--- src/igm_pkg.sv ---
// Constants for the IQ gain, coarse mixer and output delay register bank.
// Assumes a 16-bit register port with word addresses and one clock.
`default_nettype none
package igm_pkg;
    // ------------------------------------------------------------
    // Register map
    // ------------------------------------------------------------
    localparam logic [4:0] IGM_ADDR_RSVD_B = 5'h0B;
    localparam logic [4:0] IGM_ADDR_IGAIN = 5'h0C;
    localparam logic [4:0] IGM_ADDR_MIXQ = 5'h0D;
    localparam logic [4:0] IGM_ADDR_RSVD_E = 5'h0E;
    localparam logic [4:0] IGM_ADDR_DELAY = 5'h0F;
    localparam logic [15:0] IGM_RST_RSVD_B = 16'h0000;
    localparam logic [15:0] IGM_RST_IGAIN = 16'h0400;
    localparam logic [15:0] IGM_RST_MIXQ = 16'h0400;
    localparam logic [15:0] IGM_RST_RSVD_E = 16'h0400;
    localparam logic [15:0] IGM_RST_DELAY = 16'h0400;
    // ------------------------------------------------------------
    // Fields
    // ------------------------------------------------------------
    localparam int IGM_GAIN_W = 11;
    localparam int IGM_GAIN_FRAC = 10;
    localparam int IGM_MIX_LSB = 12;
    localparam int IGM_MIX_W = 4;
    localparam int IGM_DLY_LSB = 14;
    localparam int IGM_DLY_W = 2;
    localparam int IGM_MAX_DLY = 3;
endpackage : igm_pkg
`default_nettype wire

--- src/igm_delay.sv ---
// Small delay line of up to DEPTH samples per channel, tap chosen at run time.
// Assumes the caller holds tap stable enough; a tap change takes one cycle.
`default_nettype none
module igm_delay #(
    parameter int W = 16,
    parameter int DEPTH = 3
) (
    input wire logic mclk_in,
    input wire logic rst_in,
    input wire logic ce_in,
    input wire logic [1:0] tap_in,
    input wire logic [W-1:0] d_in,
    output logic [W-1:0] q_out
);
    logic [W-1:0] line_q [DEPTH+1];
    logic [W-1:0] line_d [DEPTH+1];
    logic [W-1:0] q_d;
    logic [W-1:0] q_q;

    always_comb begin
        line_d[0] = d_in;
        for (int i = 1; i <= DEPTH; i++) begin
            line_d[i] = line_q[i-1];
        end
        q_d = line_q[tap_in];
    end

    always_ff @(posedge mclk_in or posedge rst_in) begin
        if (rst_in) begin
            for (int i = 0; i <= DEPTH; i++) begin
                line_q[i] <= '0;
            end
            q_q <= '0;
        end else if (ce_in) begin
            line_q <= line_d;
            q_q <= q_d;
        end
    end

    assign q_out = q_q;
endmodule // igm_delay
`default_nettype wire

--- src/igm_top.sv ---
// Register bank and datapath: gain correction, coarse mixer, output delay.
// Assumes samples arrive on mclk_in, one complex sample per enabled cycle.
`default_nettype none
module igm_top import igm_pkg::*; #(
    parameter int SW = 16
) (
    input wire logic mclk_in,
    input wire logic rst_in,
    input wire logic ce_in,
    input wire logic [4:0] addr_in,
    input wire logic [15:0] wdata_in,
    input wire logic wr_in,
    input wire logic rd_in,
    output logic [15:0] rdata_out,
    input wire logic signed [SW-1:0] i_in,
    input wire logic signed [SW-1:0] q_in,
    output logic signed [SW-1:0] i_converter_out,
    output logic signed [SW-1:0] q_converter_out
);
    // ------------------------------------------------------------
    // Registers
    // ------------------------------------------------------------
    logic [15:0] rsvd_b_q;
    logic [15:0] rsvd_b_d;
    logic [15:0] igain_q;
    logic [15:0] igain_d;
    logic [15:0] mixq_q;
    logic [15:0] mixq_d;
    logic [15:0] rsvd_e_q;
    logic [15:0] rsvd_e_d;
    logic [15:0] dly_q;
    logic [15:0] dly_d;
    logic [15:0] rdata_q;
    logic [15:0] rdata_d;

    always_comb begin
        rsvd_b_d = rsvd_b_q;
        igain_d = igain_q;
        mixq_d = mixq_q;
        rsvd_e_d = rsvd_e_q;
        dly_d = dly_q;
        rdata_d = 16'h0000;
        if (wr_in) begin
            unique case (addr_in)
                IGM_ADDR_RSVD_B: rsvd_b_d = wdata_in;
                IGM_ADDR_IGAIN: igain_d = wdata_in;
                IGM_ADDR_MIXQ: mixq_d = wdata_in;
                IGM_ADDR_RSVD_E: rsvd_e_d = wdata_in;
                IGM_ADDR_DELAY: dly_d = wdata_in;
                default: ;
            endcase
        end
        // Unmapped addresses read as zero
        if (rd_in) begin
            unique case (addr_in)
                IGM_ADDR_RSVD_B: rdata_d = rsvd_b_q;
                IGM_ADDR_IGAIN: rdata_d = igain_q;
                IGM_ADDR_MIXQ: rdata_d = mixq_q;
                IGM_ADDR_RSVD_E: rdata_d = rsvd_e_q;
                IGM_ADDR_DELAY: rdata_d = dly_q;
                default: rdata_d = 16'h0000;
            endcase
        end
    end

    always_ff @(posedge mclk_in or posedge rst_in) begin
        if (rst_in) begin
            rsvd_b_q <= IGM_RST_RSVD_B;
            igain_q <= IGM_RST_IGAIN;
            mixq_q <= IGM_RST_MIXQ;
            rsvd_e_q <= IGM_RST_RSVD_E;
            dly_q <= IGM_RST_DELAY;
            rdata_q <= 16'h0000;
        end else if (ce_in) begin
            rsvd_b_q <= rsvd_b_d;
            igain_q <= igain_d;
            mixq_q <= mixq_d;
            rsvd_e_q <= rsvd_e_d;
            dly_q <= dly_d;
            rdata_q <= rdata_d;
        end
    end

    assign rdata_out = rdata_q;

    // ------------------------------------------------------------
    // Gain stage
    // ------------------------------------------------------------
    localparam int PW = SW + IGM_GAIN_W + 1;
    localparam logic signed [SW-1:0] SMAX = {1'b0, {(SW-1){1'b1}}};
    localparam logic signed [SW-1:0] SMIN = {1'b1, {(SW-1){1'b0}}};
    logic signed [PW-1:0] iprod, qprod;
    logic signed [SW-1:0] ig_d, qg_d;
    logic signed [SW-1:0] ig_q, qg_q;

    // Saturate rather than wrap: gains near 2 can overflow the sample width
    function automatic logic signed [SW-1:0] sat(
        input logic signed [PW-1:0] p
    );
        logic signed [PW-1:0] s;
        s = p >>> IGM_GAIN_FRAC;
        if (s > PW'(SMAX)) begin
            sat = SMAX;
        end else if (s < PW'(SMIN)) begin
            sat = SMIN;
        end else begin
            sat = s[SW-1:0];
        end
    endfunction

    always_comb begin
        iprod = PW'(i_in) * PW'($signed({1'b0, igain_q[IGM_GAIN_W-1:0]}));
        qprod = PW'(q_in) * PW'($signed({1'b0, mixq_q[IGM_GAIN_W-1:0]}));
        ig_d = sat(iprod);
        qg_d = sat(qprod);
    end

    always_ff @(posedge mclk_in or posedge rst_in) begin
        if (rst_in) begin
            ig_q <= '0;
            qg_q <= '0;
        end else if (ce_in) begin
            ig_q <= ig_d;
            qg_q <= qg_d;
        end
    end

    // ------------------------------------------------------------
    // Coarse mixer
    // ------------------------------------------------------------
    // Each stage rotates by a multiple of 45 degrees per sample; the
    // rotations add, so a phase accumulator in eighths covers all mixes.
    // Diagonal points use 1/sqrt2 approximated as 0.7071 (Q15 23170).
    localparam logic signed [17:0] HALF_RT2 = 18'sh05A82;
    logic [2:0] ph_q, ph_d, step;
    logic [IGM_MIX_W-1:0] mix;
    logic signed [SW-1:0] im_d, qm_d;
    logic signed [SW-1:0] im_q, qm_q;
    logic signed [SW+17:0] pa, pb;
    logic signed [SW:0] sa, sb;

    always_comb begin
        mix = mixq_q[IGM_MIX_LSB +: IGM_MIX_W];
        // Bit3 Fs/8, bit2 Fs/4, bit1 Fs/2, bit0 -Fs/4, in eighths
        step = (mix[3] ? 3'd1 : 3'd0) + (mix[2] ? 3'd2 : 3'd0)
             + (mix[1] ? 3'd4 : 3'd0) + (mix[0] ? 3'd6 : 3'd0);
        // With no net shift the phase parks at zero, so a bypassed mixer
        // passes samples straight through instead of a stale rotation
        if (step == 3'h0) begin
            ph_d = 3'h0;
        end else begin
            ph_d = ph_q + step;
        end
        sa = {ig_q[SW-1], ig_q} - {qg_q[SW-1], qg_q};
        sb = {ig_q[SW-1], ig_q} + {qg_q[SW-1], qg_q};
        pa = (SW+18)'(sa) * (SW+18)'(HALF_RT2);
        pb = (SW+18)'(sb) * (SW+18)'(HALF_RT2);
        unique case (ph_q)
            3'd0: begin
                im_d = ig_q;
                qm_d = qg_q;
            end
            3'd1: begin
                im_d = SW'(pa >>> 15);
                qm_d = SW'(pb >>> 15);
            end
            3'd2: begin
                im_d = -qg_q;
                qm_d = ig_q;
            end
            3'd3: begin
                im_d = SW'(-(pb >>> 15));
                qm_d = SW'(pa >>> 15);
            end
            3'd4: begin
                im_d = -ig_q;
                qm_d = -qg_q;
            end
            3'd5: begin
                im_d = SW'(-(pa >>> 15));
                qm_d = SW'(-(pb >>> 15));
            end
            3'd6: begin
                im_d = qg_q;
                qm_d = -ig_q;
            end
            3'd7: begin
                im_d = SW'(pb >>> 15);
                qm_d = SW'(-(pa >>> 15));
            end
        endcase
    end

    always_ff @(posedge mclk_in or posedge rst_in) begin
        if (rst_in) begin
            ph_q <= 3'h0;
            im_q <= '0;
            qm_q <= '0;
        end else if (ce_in) begin
            ph_q <= ph_d;
            im_q <= im_d;
            qm_q <= qm_d;
        end
    end

    // ------------------------------------------------------------
    // Output delay
    // ------------------------------------------------------------
    // One shared tap keeps both converters aligned
    igm_delay #(.W(SW), .DEPTH(IGM_MAX_DLY)) u_dly_i (
        .mclk_in(mclk_in),
        .rst_in(rst_in),
        .ce_in(ce_in),
        .tap_in(dly_q[IGM_DLY_LSB +: IGM_DLY_W]),
        .d_in(im_q),
        .q_out(i_converter_out)
    );

    igm_delay #(.W(SW), .DEPTH(IGM_MAX_DLY)) u_dly_q (
        .mclk_in(mclk_in),
        .rst_in(rst_in),
        .ce_in(ce_in),
        .tap_in(dly_q[IGM_DLY_LSB +: IGM_DLY_W]),
        .d_in(qm_q),
        .q_out(q_converter_out)
    );
endmodule // igm_top
`default_nettype wire

--- config.mk ---
export PLATFORM = sky130hd
export DESIGN_NAME = igm_top
export DESIGN_NICKNAME = d
export VERILOG_FILES = /design/src/igm_pkg.sv /design/src/igm_delay.sv /design/src/igm_top.sv
export SDC_FILE = /design/constraint.sdc
export NUM_CORES = 2
export LEC_CHECK = 0
export ABC_CLOCK_PERIOD_IN_PS = 15100
export BUFFER_PORTS_ARGS = -buffer_cell sky130_fd_sc_hd__clkbuf_2
export CORE_MARGIN = 10
export CORE_UTILIZATION = 32
export DETAILED_ROUTE_END_ITERATION = 7
export SLEW_MARGIN = 20
export SYNTH_ARGS = -nofsm -noshare
export SYNTH_HDL_FRONTEND = slang
export SYNTH_SLANG_ARGS = --single-unit
--- constraint.sdc ---
create_clock -name mclk_in -period 15.1 [get_ports mclk_in]
set_input_delay 0 -clock mclk_in [delete_from_list [all_inputs] [get_ports mclk_in]]
set_output_delay 0 -clock mclk_in [all_outputs]
set_load 0.01 [all_outputs]
Word level (Yosys, flattened, before mapping):

Cells that the tools add are included.

* register bits: 323
* output and inout bits: 48
* logic and storage cells: 79

* add/sub/neg operators: 10
* multipliers: 4
* order comparisons: 5
* equality and inequality tests: 12
* muxes and demuxes: 19
* bitwise operators: 1
* reductions and logical operators: 7

Operator list (count)
* $pmux W16 S8: 2
* $mux W16: 9
* $pmux W16 S5: 1
* $bmux W16 S2: 2
* $neg A16 Y16: 4
* $mul A17 B15 Y30 const B: 2
* $mul A16 B12 Y28: 2
* $gt A18 B16 Y1 const B: 2
* $lt A18 B16 Y1 const B: 2
* $eq A5 B4 Y1 const B: 5
* $add A16 B16 Y17: 1
* $sub A16 B16 Y17: 1
* $reduce_and A3 Y1: 5
* $eq A3 B3 Y1 const B: 4
* $add A3 B3 Y3: 3
* $mux W3: 3
* $eq A3 B2 Y1 const B: 2
* $logic_not A3 Y1: 2
* $add A1 B2 Y3: 1
* $eq A3 B1 Y1 const B: 1
* $ge A3 B3 Y1 const B: 1
* $not A2 Y3: 1
* $mux W2: 1
* $mux W1: 1

Depth between registers and ports, before layout:

* word-level depth: 6
* mapped depth: 37
* gate-level depth less buffers: 35

Hierarchy:

A second synthesis with hierarchy kept.

* cells, all modules: 3871
* area, all modules: 38567.0 µm²

By module, submodules not included
* igm_top: instances 1, cells each 3417, area an instance 31547.8 µm², seq. area each 4083.9 µm²
* igm_delay: instances 2, cells each 227, area an instance 3509.6 µm², seq. area each 2001.9 µm²

Worst setup path after synthesis:

Ideal clock, no wire load.

* kind: reg2reg
* from: register ig_q[0]
* to: register im_q[15]
* library setup time: 0.143 ns
* arrival time: 8.442 ns
* data required time: 14.957 ns
* path slack: 6.515 ns
* cell stages (with the launch flop): 35
* path buffers: 1
* clock period less this slack: 8.585 ns
* path through: dfrtp_1 -> inv_1 -> ha_1 -> inv_1 -> fa_1 -> a211oi_2 -> o21a_1 -> o21bai_1 -> a21o_1 -> a211oi_1 -> o21ai_0 -> a31oi_1 -> o211ai_1 -> o21ai_0 -> ha_1 -> fa_1 -> inv_1 -> fa_1 -> fa_1 -> fa_1 -> ha_1 -> ha_1 -> clkbuf_1 -> nand2_1 -> nor2b_1 -> o31a_1 -> nor4_2 -> a21oi_1 -> a41oi_2 -> and2b_1 -> xnor2_1 -> a41oi_2 -> xnor3_1 -> a221oi_1 -> a211oi_1

* cells in the longest elaborated chain, start to end: 4
* elaborated cells on any way between the ends: 8
* classes of those cells: 5 x add/sub; 2 x mul; 1 x mux

RTL lines
* start, declared: RTL line igm_top.sv:94 `logic signed [SW-1:0] ig_q, qg_q;`
* start signal, assigned: RTL line igm_top.sv:123 `ig_q <= ig_d;`
* $sub A16 B16 Y17 / $add A16 B16 Y17 (equally long branches): RTL line igm_top.sv:154, igm_top.sv:155
* $mul A17 B15 Y30 (on tied branches): RTL line igm_top.sv:156, igm_top.sv:157
* $neg A16 Y16 (on tied branches): RTL line igm_top.sv:180, igm_top.sv:172
* $pmux W16 S8 (*): RTL line igm_top.sv:158 `unique case (ph_q)`
* end signal, assigned: RTL line igm_top.sv:201 `im_q <= im_d;`
* end, declared: RTL line igm_top.sv:138 `logic signed [SW-1:0] im_q, qm_q;`

Every way passes the cells marked *; elsewhere a longest branch is shown, timed or not.
A chain may end at the register's enable or synchronous reset.

Worst setup path in the final report:

* from: register qg_q[2]
* to: register im_q[14]

* cells in the longest elaborated chain, start to end: 4
* elaborated cells on any way between the ends: 8
* classes of those cells: 5 x add/sub; 2 x mul; 1 x mux

RTL lines
* start, declared: RTL line igm_top.sv:94
* start signal, assigned: RTL line igm_top.sv:124 `qg_q <= qg_d;`
* $sub A16 B16 Y17 / $add A16 B16 Y17 (equally long branches): RTL line igm_top.sv:154, igm_top.sv:155
* $mul A17 B15 Y30 (on tied branches): RTL line igm_top.sv:156, igm_top.sv:157
* $neg A16 Y16 (on tied branches): RTL line igm_top.sv:180, igm_top.sv:172
* $pmux W16 S8 (*): RTL line igm_top.sv:158

Marks and branches as above.

==> flow_summary.json <==
{
  "gp_congestion": 0.952,
  "synth-main-ff-cell": "dfrtp_1",
  "synthDistinctLibCells": 101,
  "syn_area_um2": 37900,
  "worstPathArrival_ns": 10.29,
  "clk_transition_reported_paths_ns": 0.08,
  "skew_ns": 0.0384,
  "cts-htree-levels": 2,
  "fin_tns_setup_ns": 0,
  "drtIter0Drc": 1749,
  "fmax_mhz": 101,
  "cts.sink_count": 323,
  "path_max_fanout": 7,
  "status": "completed",
  "clk_latency_ns": 0.58,
  "setup_viol": 0,
  "post-dp-hpwl_um": 78500,
  "placed_area_um2": 40000,
  "grt_overflow": 0,
  "cts-root-buf": "clkbuf_16",
  "drive_gt1_frac": 0.142,
  "track_usage": 0.152,
  "syn_inst": 3744,
  "critPathKind": "flop to flop",
  "antenna_found_initial": 4,
  "die_x_um": 364,
  "route.final.wire_length_um": 99800,
  "ys_warn_count": 0,
  "regToRegStartpoint": "qg_q[2]",
  "rows": 126,
  "dieArea_um2": 133000,
  "critPathRequiredTime_ns": 15.53,
  "synth-seq-cells": 323,
  "wl_per_cell_um": 18.7,
  "reg2regPathDepth": 34,
  "rsz0062_at_grt": "no",
  "cap_violations": 0,
  "port_buffers": 105,
  "syn-num-nets": 4635,
  "ant_nets": 0,
  "slowest_delay_ns": 0.79,
  "ys_seq_area_frac": 0.213,
  "postCtsSetupBuffers": 0,
  "grt_max_degree": 116,
  "synth_edf_count": 0,
  "r2r_slack_ns": 5.24,
  "start_util": 0.322,
  "grt_pass1_wl_um": 162000,
  "synthToLayoutAreaGrowth_pct": 8.94,
  "vias": 27100,
  "hold_class": "primary input to async pin",
  "first_global_vias": 28700,
  "crit_path_top_delay_cell": "o41ai_1",
  "core_area_um2": 118000,
  "firstDrtPassIters": 6,
  "relSlewSlack": 0.266,
  "r2r-end": "im_q[14]",
  "async_reset_ff_frac": 1.00,
  "worstMarginPinSlew_ns": 1.09,
  "fillCellCount": 11900,
  "cts_buffers": 36,
  "final_area_um2": 41300,
  "io_pins": 106,
  "clockBufferDepth": 3,
  "vias_per_cell": 5.09,
  "cp-end-kind": "flop",
  "finalHoldViolCount": 0,
  "min_period_over_period": 0.653,
  "drv_slew": 0,
  "synth_area_per_cell_um2": 10.1,
  "cts_tree": "yes",
  "min_period_ns": 9.86,
  "start_kind": "flop",
  "fp.dieH_um": 364,
  "fin_nets": 4653,
  "drc": 0
}
[Yosys cell counts (all sizes together), types with 17 or more instances]
| cell | number | area (µm²) |
|---|---|---|
| nand2b | 18 | 128 |
| dfrtp | 319 | 7980 |
| a211oi | 21 | 195 |
| and3 | 18 | 113 |
| a221oi | 29 | 273 |
| nand2 | 298 | 1120 |
| a311oi | 17 | 149 |
| nor2 | 156 | 586 |
| a21o | 35 | 263 |
| o21a | 21 | 158 |
| mux2 | 244 | 2750 |
| nor3 | 44 | 243 |
| fa | 447 | 8950 |
| xor2 | 63 | 559 |
| and2 | 176 | 1100 |
| buf | 23 | 110 |
| o211ai | 19 | 161 |
| ha | 386 | 4830 |
| inv | 581 | 2180 |
| or3 | 25 | 186 |
| xnor2 | 149 | 1310 |
| mux4 | 32 | 721 |
| a21oi | 107 | 554 |
| nand3 | 19 | 100 |
| clkbuf | 154 | 578 |
| a22oi | 40 | 300 |
| o21ai | 96 | 480 |
[metrics by stage]
| step | util | instances | hold slack, ns | setup slack [ns] |
|---|---|---|---|---|
| final | 0.351 | 5326 | 0.120 | 5.24 |
| after global routing | 0.350 | 5325 | 0.216 | 4.59 |
| after CTS | 0.350 | 5321 | 0.157 | 5.35 |
| after detailed placement | 0.339 | 5242 | 0.228 | 5.45 |
| after global placement | 0.339 | 5242 | 0.218 | 5.52 |
| after floorplan | - | 3744 | 0.151 | 6.17 |
[worst max-delay path by stage]
stage	startpoint	endpoint	slack, ns
after floorplan	rst_in	dly_q[0]	6.17
after global placement	qg_q[2]	im_q[14]	5.52
after detailed placement	qg_q[2]	im_q[14]	5.45
after CTS	qg_q[2]	im_q[14]	5.35
after global routing	qg_q[1]	im_q[15]	4.59
final	qg_q[2]	im_q[14]	5.24
[cells by family (layout without fill, tap and decap cells)]
| kind of cell | after synthesis | after routing | share of synthesized area |
|---|---|---|---|
| DFF | 323 | 323 | 0.213 |
| xor gates and xnor gates | 213 | 213 | 0.0499 |
| muxes | 282 | 282 | 0.0932 |
| adders and majority gates | 833 | 833 | 0.363 |
| buffers and inverters | 759 | 800 | 0.0757 |
| AOI/OAI and AO/OA | 507 | 507 | 0.0948 |
| and+or+nand+nor | 827 | 827 | 0.110 |
| other | 0 | 5 | 0 |
[metal layers]
metal,track usage,vias up,part of all wire
met4,0.0416,0,0.030
met1,0.207,13800,0.45
met5,0,-,0
met3,0.0204,165,0.052
met2,0.250,749,0.47
li1,-,12400,-
[critical path, delay by kind of cell, from the launching register on]
kind	cells	cell delay (ns)
buffers and inverters	3	0.23
flip-flops	1	0.50
adder cells (fa/ha/maj)	8	3.37
XOR/XNOR	2	0.65
multiplexers	1	0.35
AO/OA/AOI/OAI	16	3.62
AND/OR/NAND/NOR	4	0.99
[repair_timing]
item | in CTS | in global routing
resized for setup | 0 | 0
hold buffers | 18 | 0
endpoints found under the hold margin | 196 | 0
[cell type report]
class,count,area (µm²),share of cell area
Tap cell,1536,1920,0.0465
Antenna cell,5,12.5,0.000303
Clock inverter,13,141,0.00342
Multi-Input combinational cell,2662,27000,0.654
Sequential cell,323,8090,0.196
Inverter,582,2190,0.0530
Clock buffer,48,986,0.0239
Timing Repair Buffer,157,975,0.0236
[placed cells by master, fill, tap and decap left out, types with 8 or more instances in the layout]
master / n
mux2_2: 243
fa_1: 447
clkbuf_16: 36
inv_1: 577
o211ai_1: 17
ha_1: 386
a211oi_1: 15
nor2_1: 155
a221oi_1: 26
and2_1: 176
clkbuf_2: 104
mux4_2: 32
buf_4: 33
a21oi_1: 104
a311oi_1: 17
o21a_1: 21
a22oi_1: 40
o21ai_1: 9
a31oi_1: 13
and3_1: 18
clkbuf_1: 8
o221ai_1: 9
nand2b_1: 16
nand3_1: 18
o21bai_1: 14
xnor2_1: 148
nand4_1: 10
xor2_1: 62
o22ai_1: 10
dlygate4sd3_1: 18
o21ai_0: 87
nand2_1: 298
nor4_1: 10
a222oi_1: 16
or3_1: 19
dfrtp_1: 316
a21o_1: 35
nor2b_1: 15
nor3_1: 41
Power is left out: the tool's default activity adds up to more than one toggle a clock period on the data nets, which glitch-free logic cannot reach.
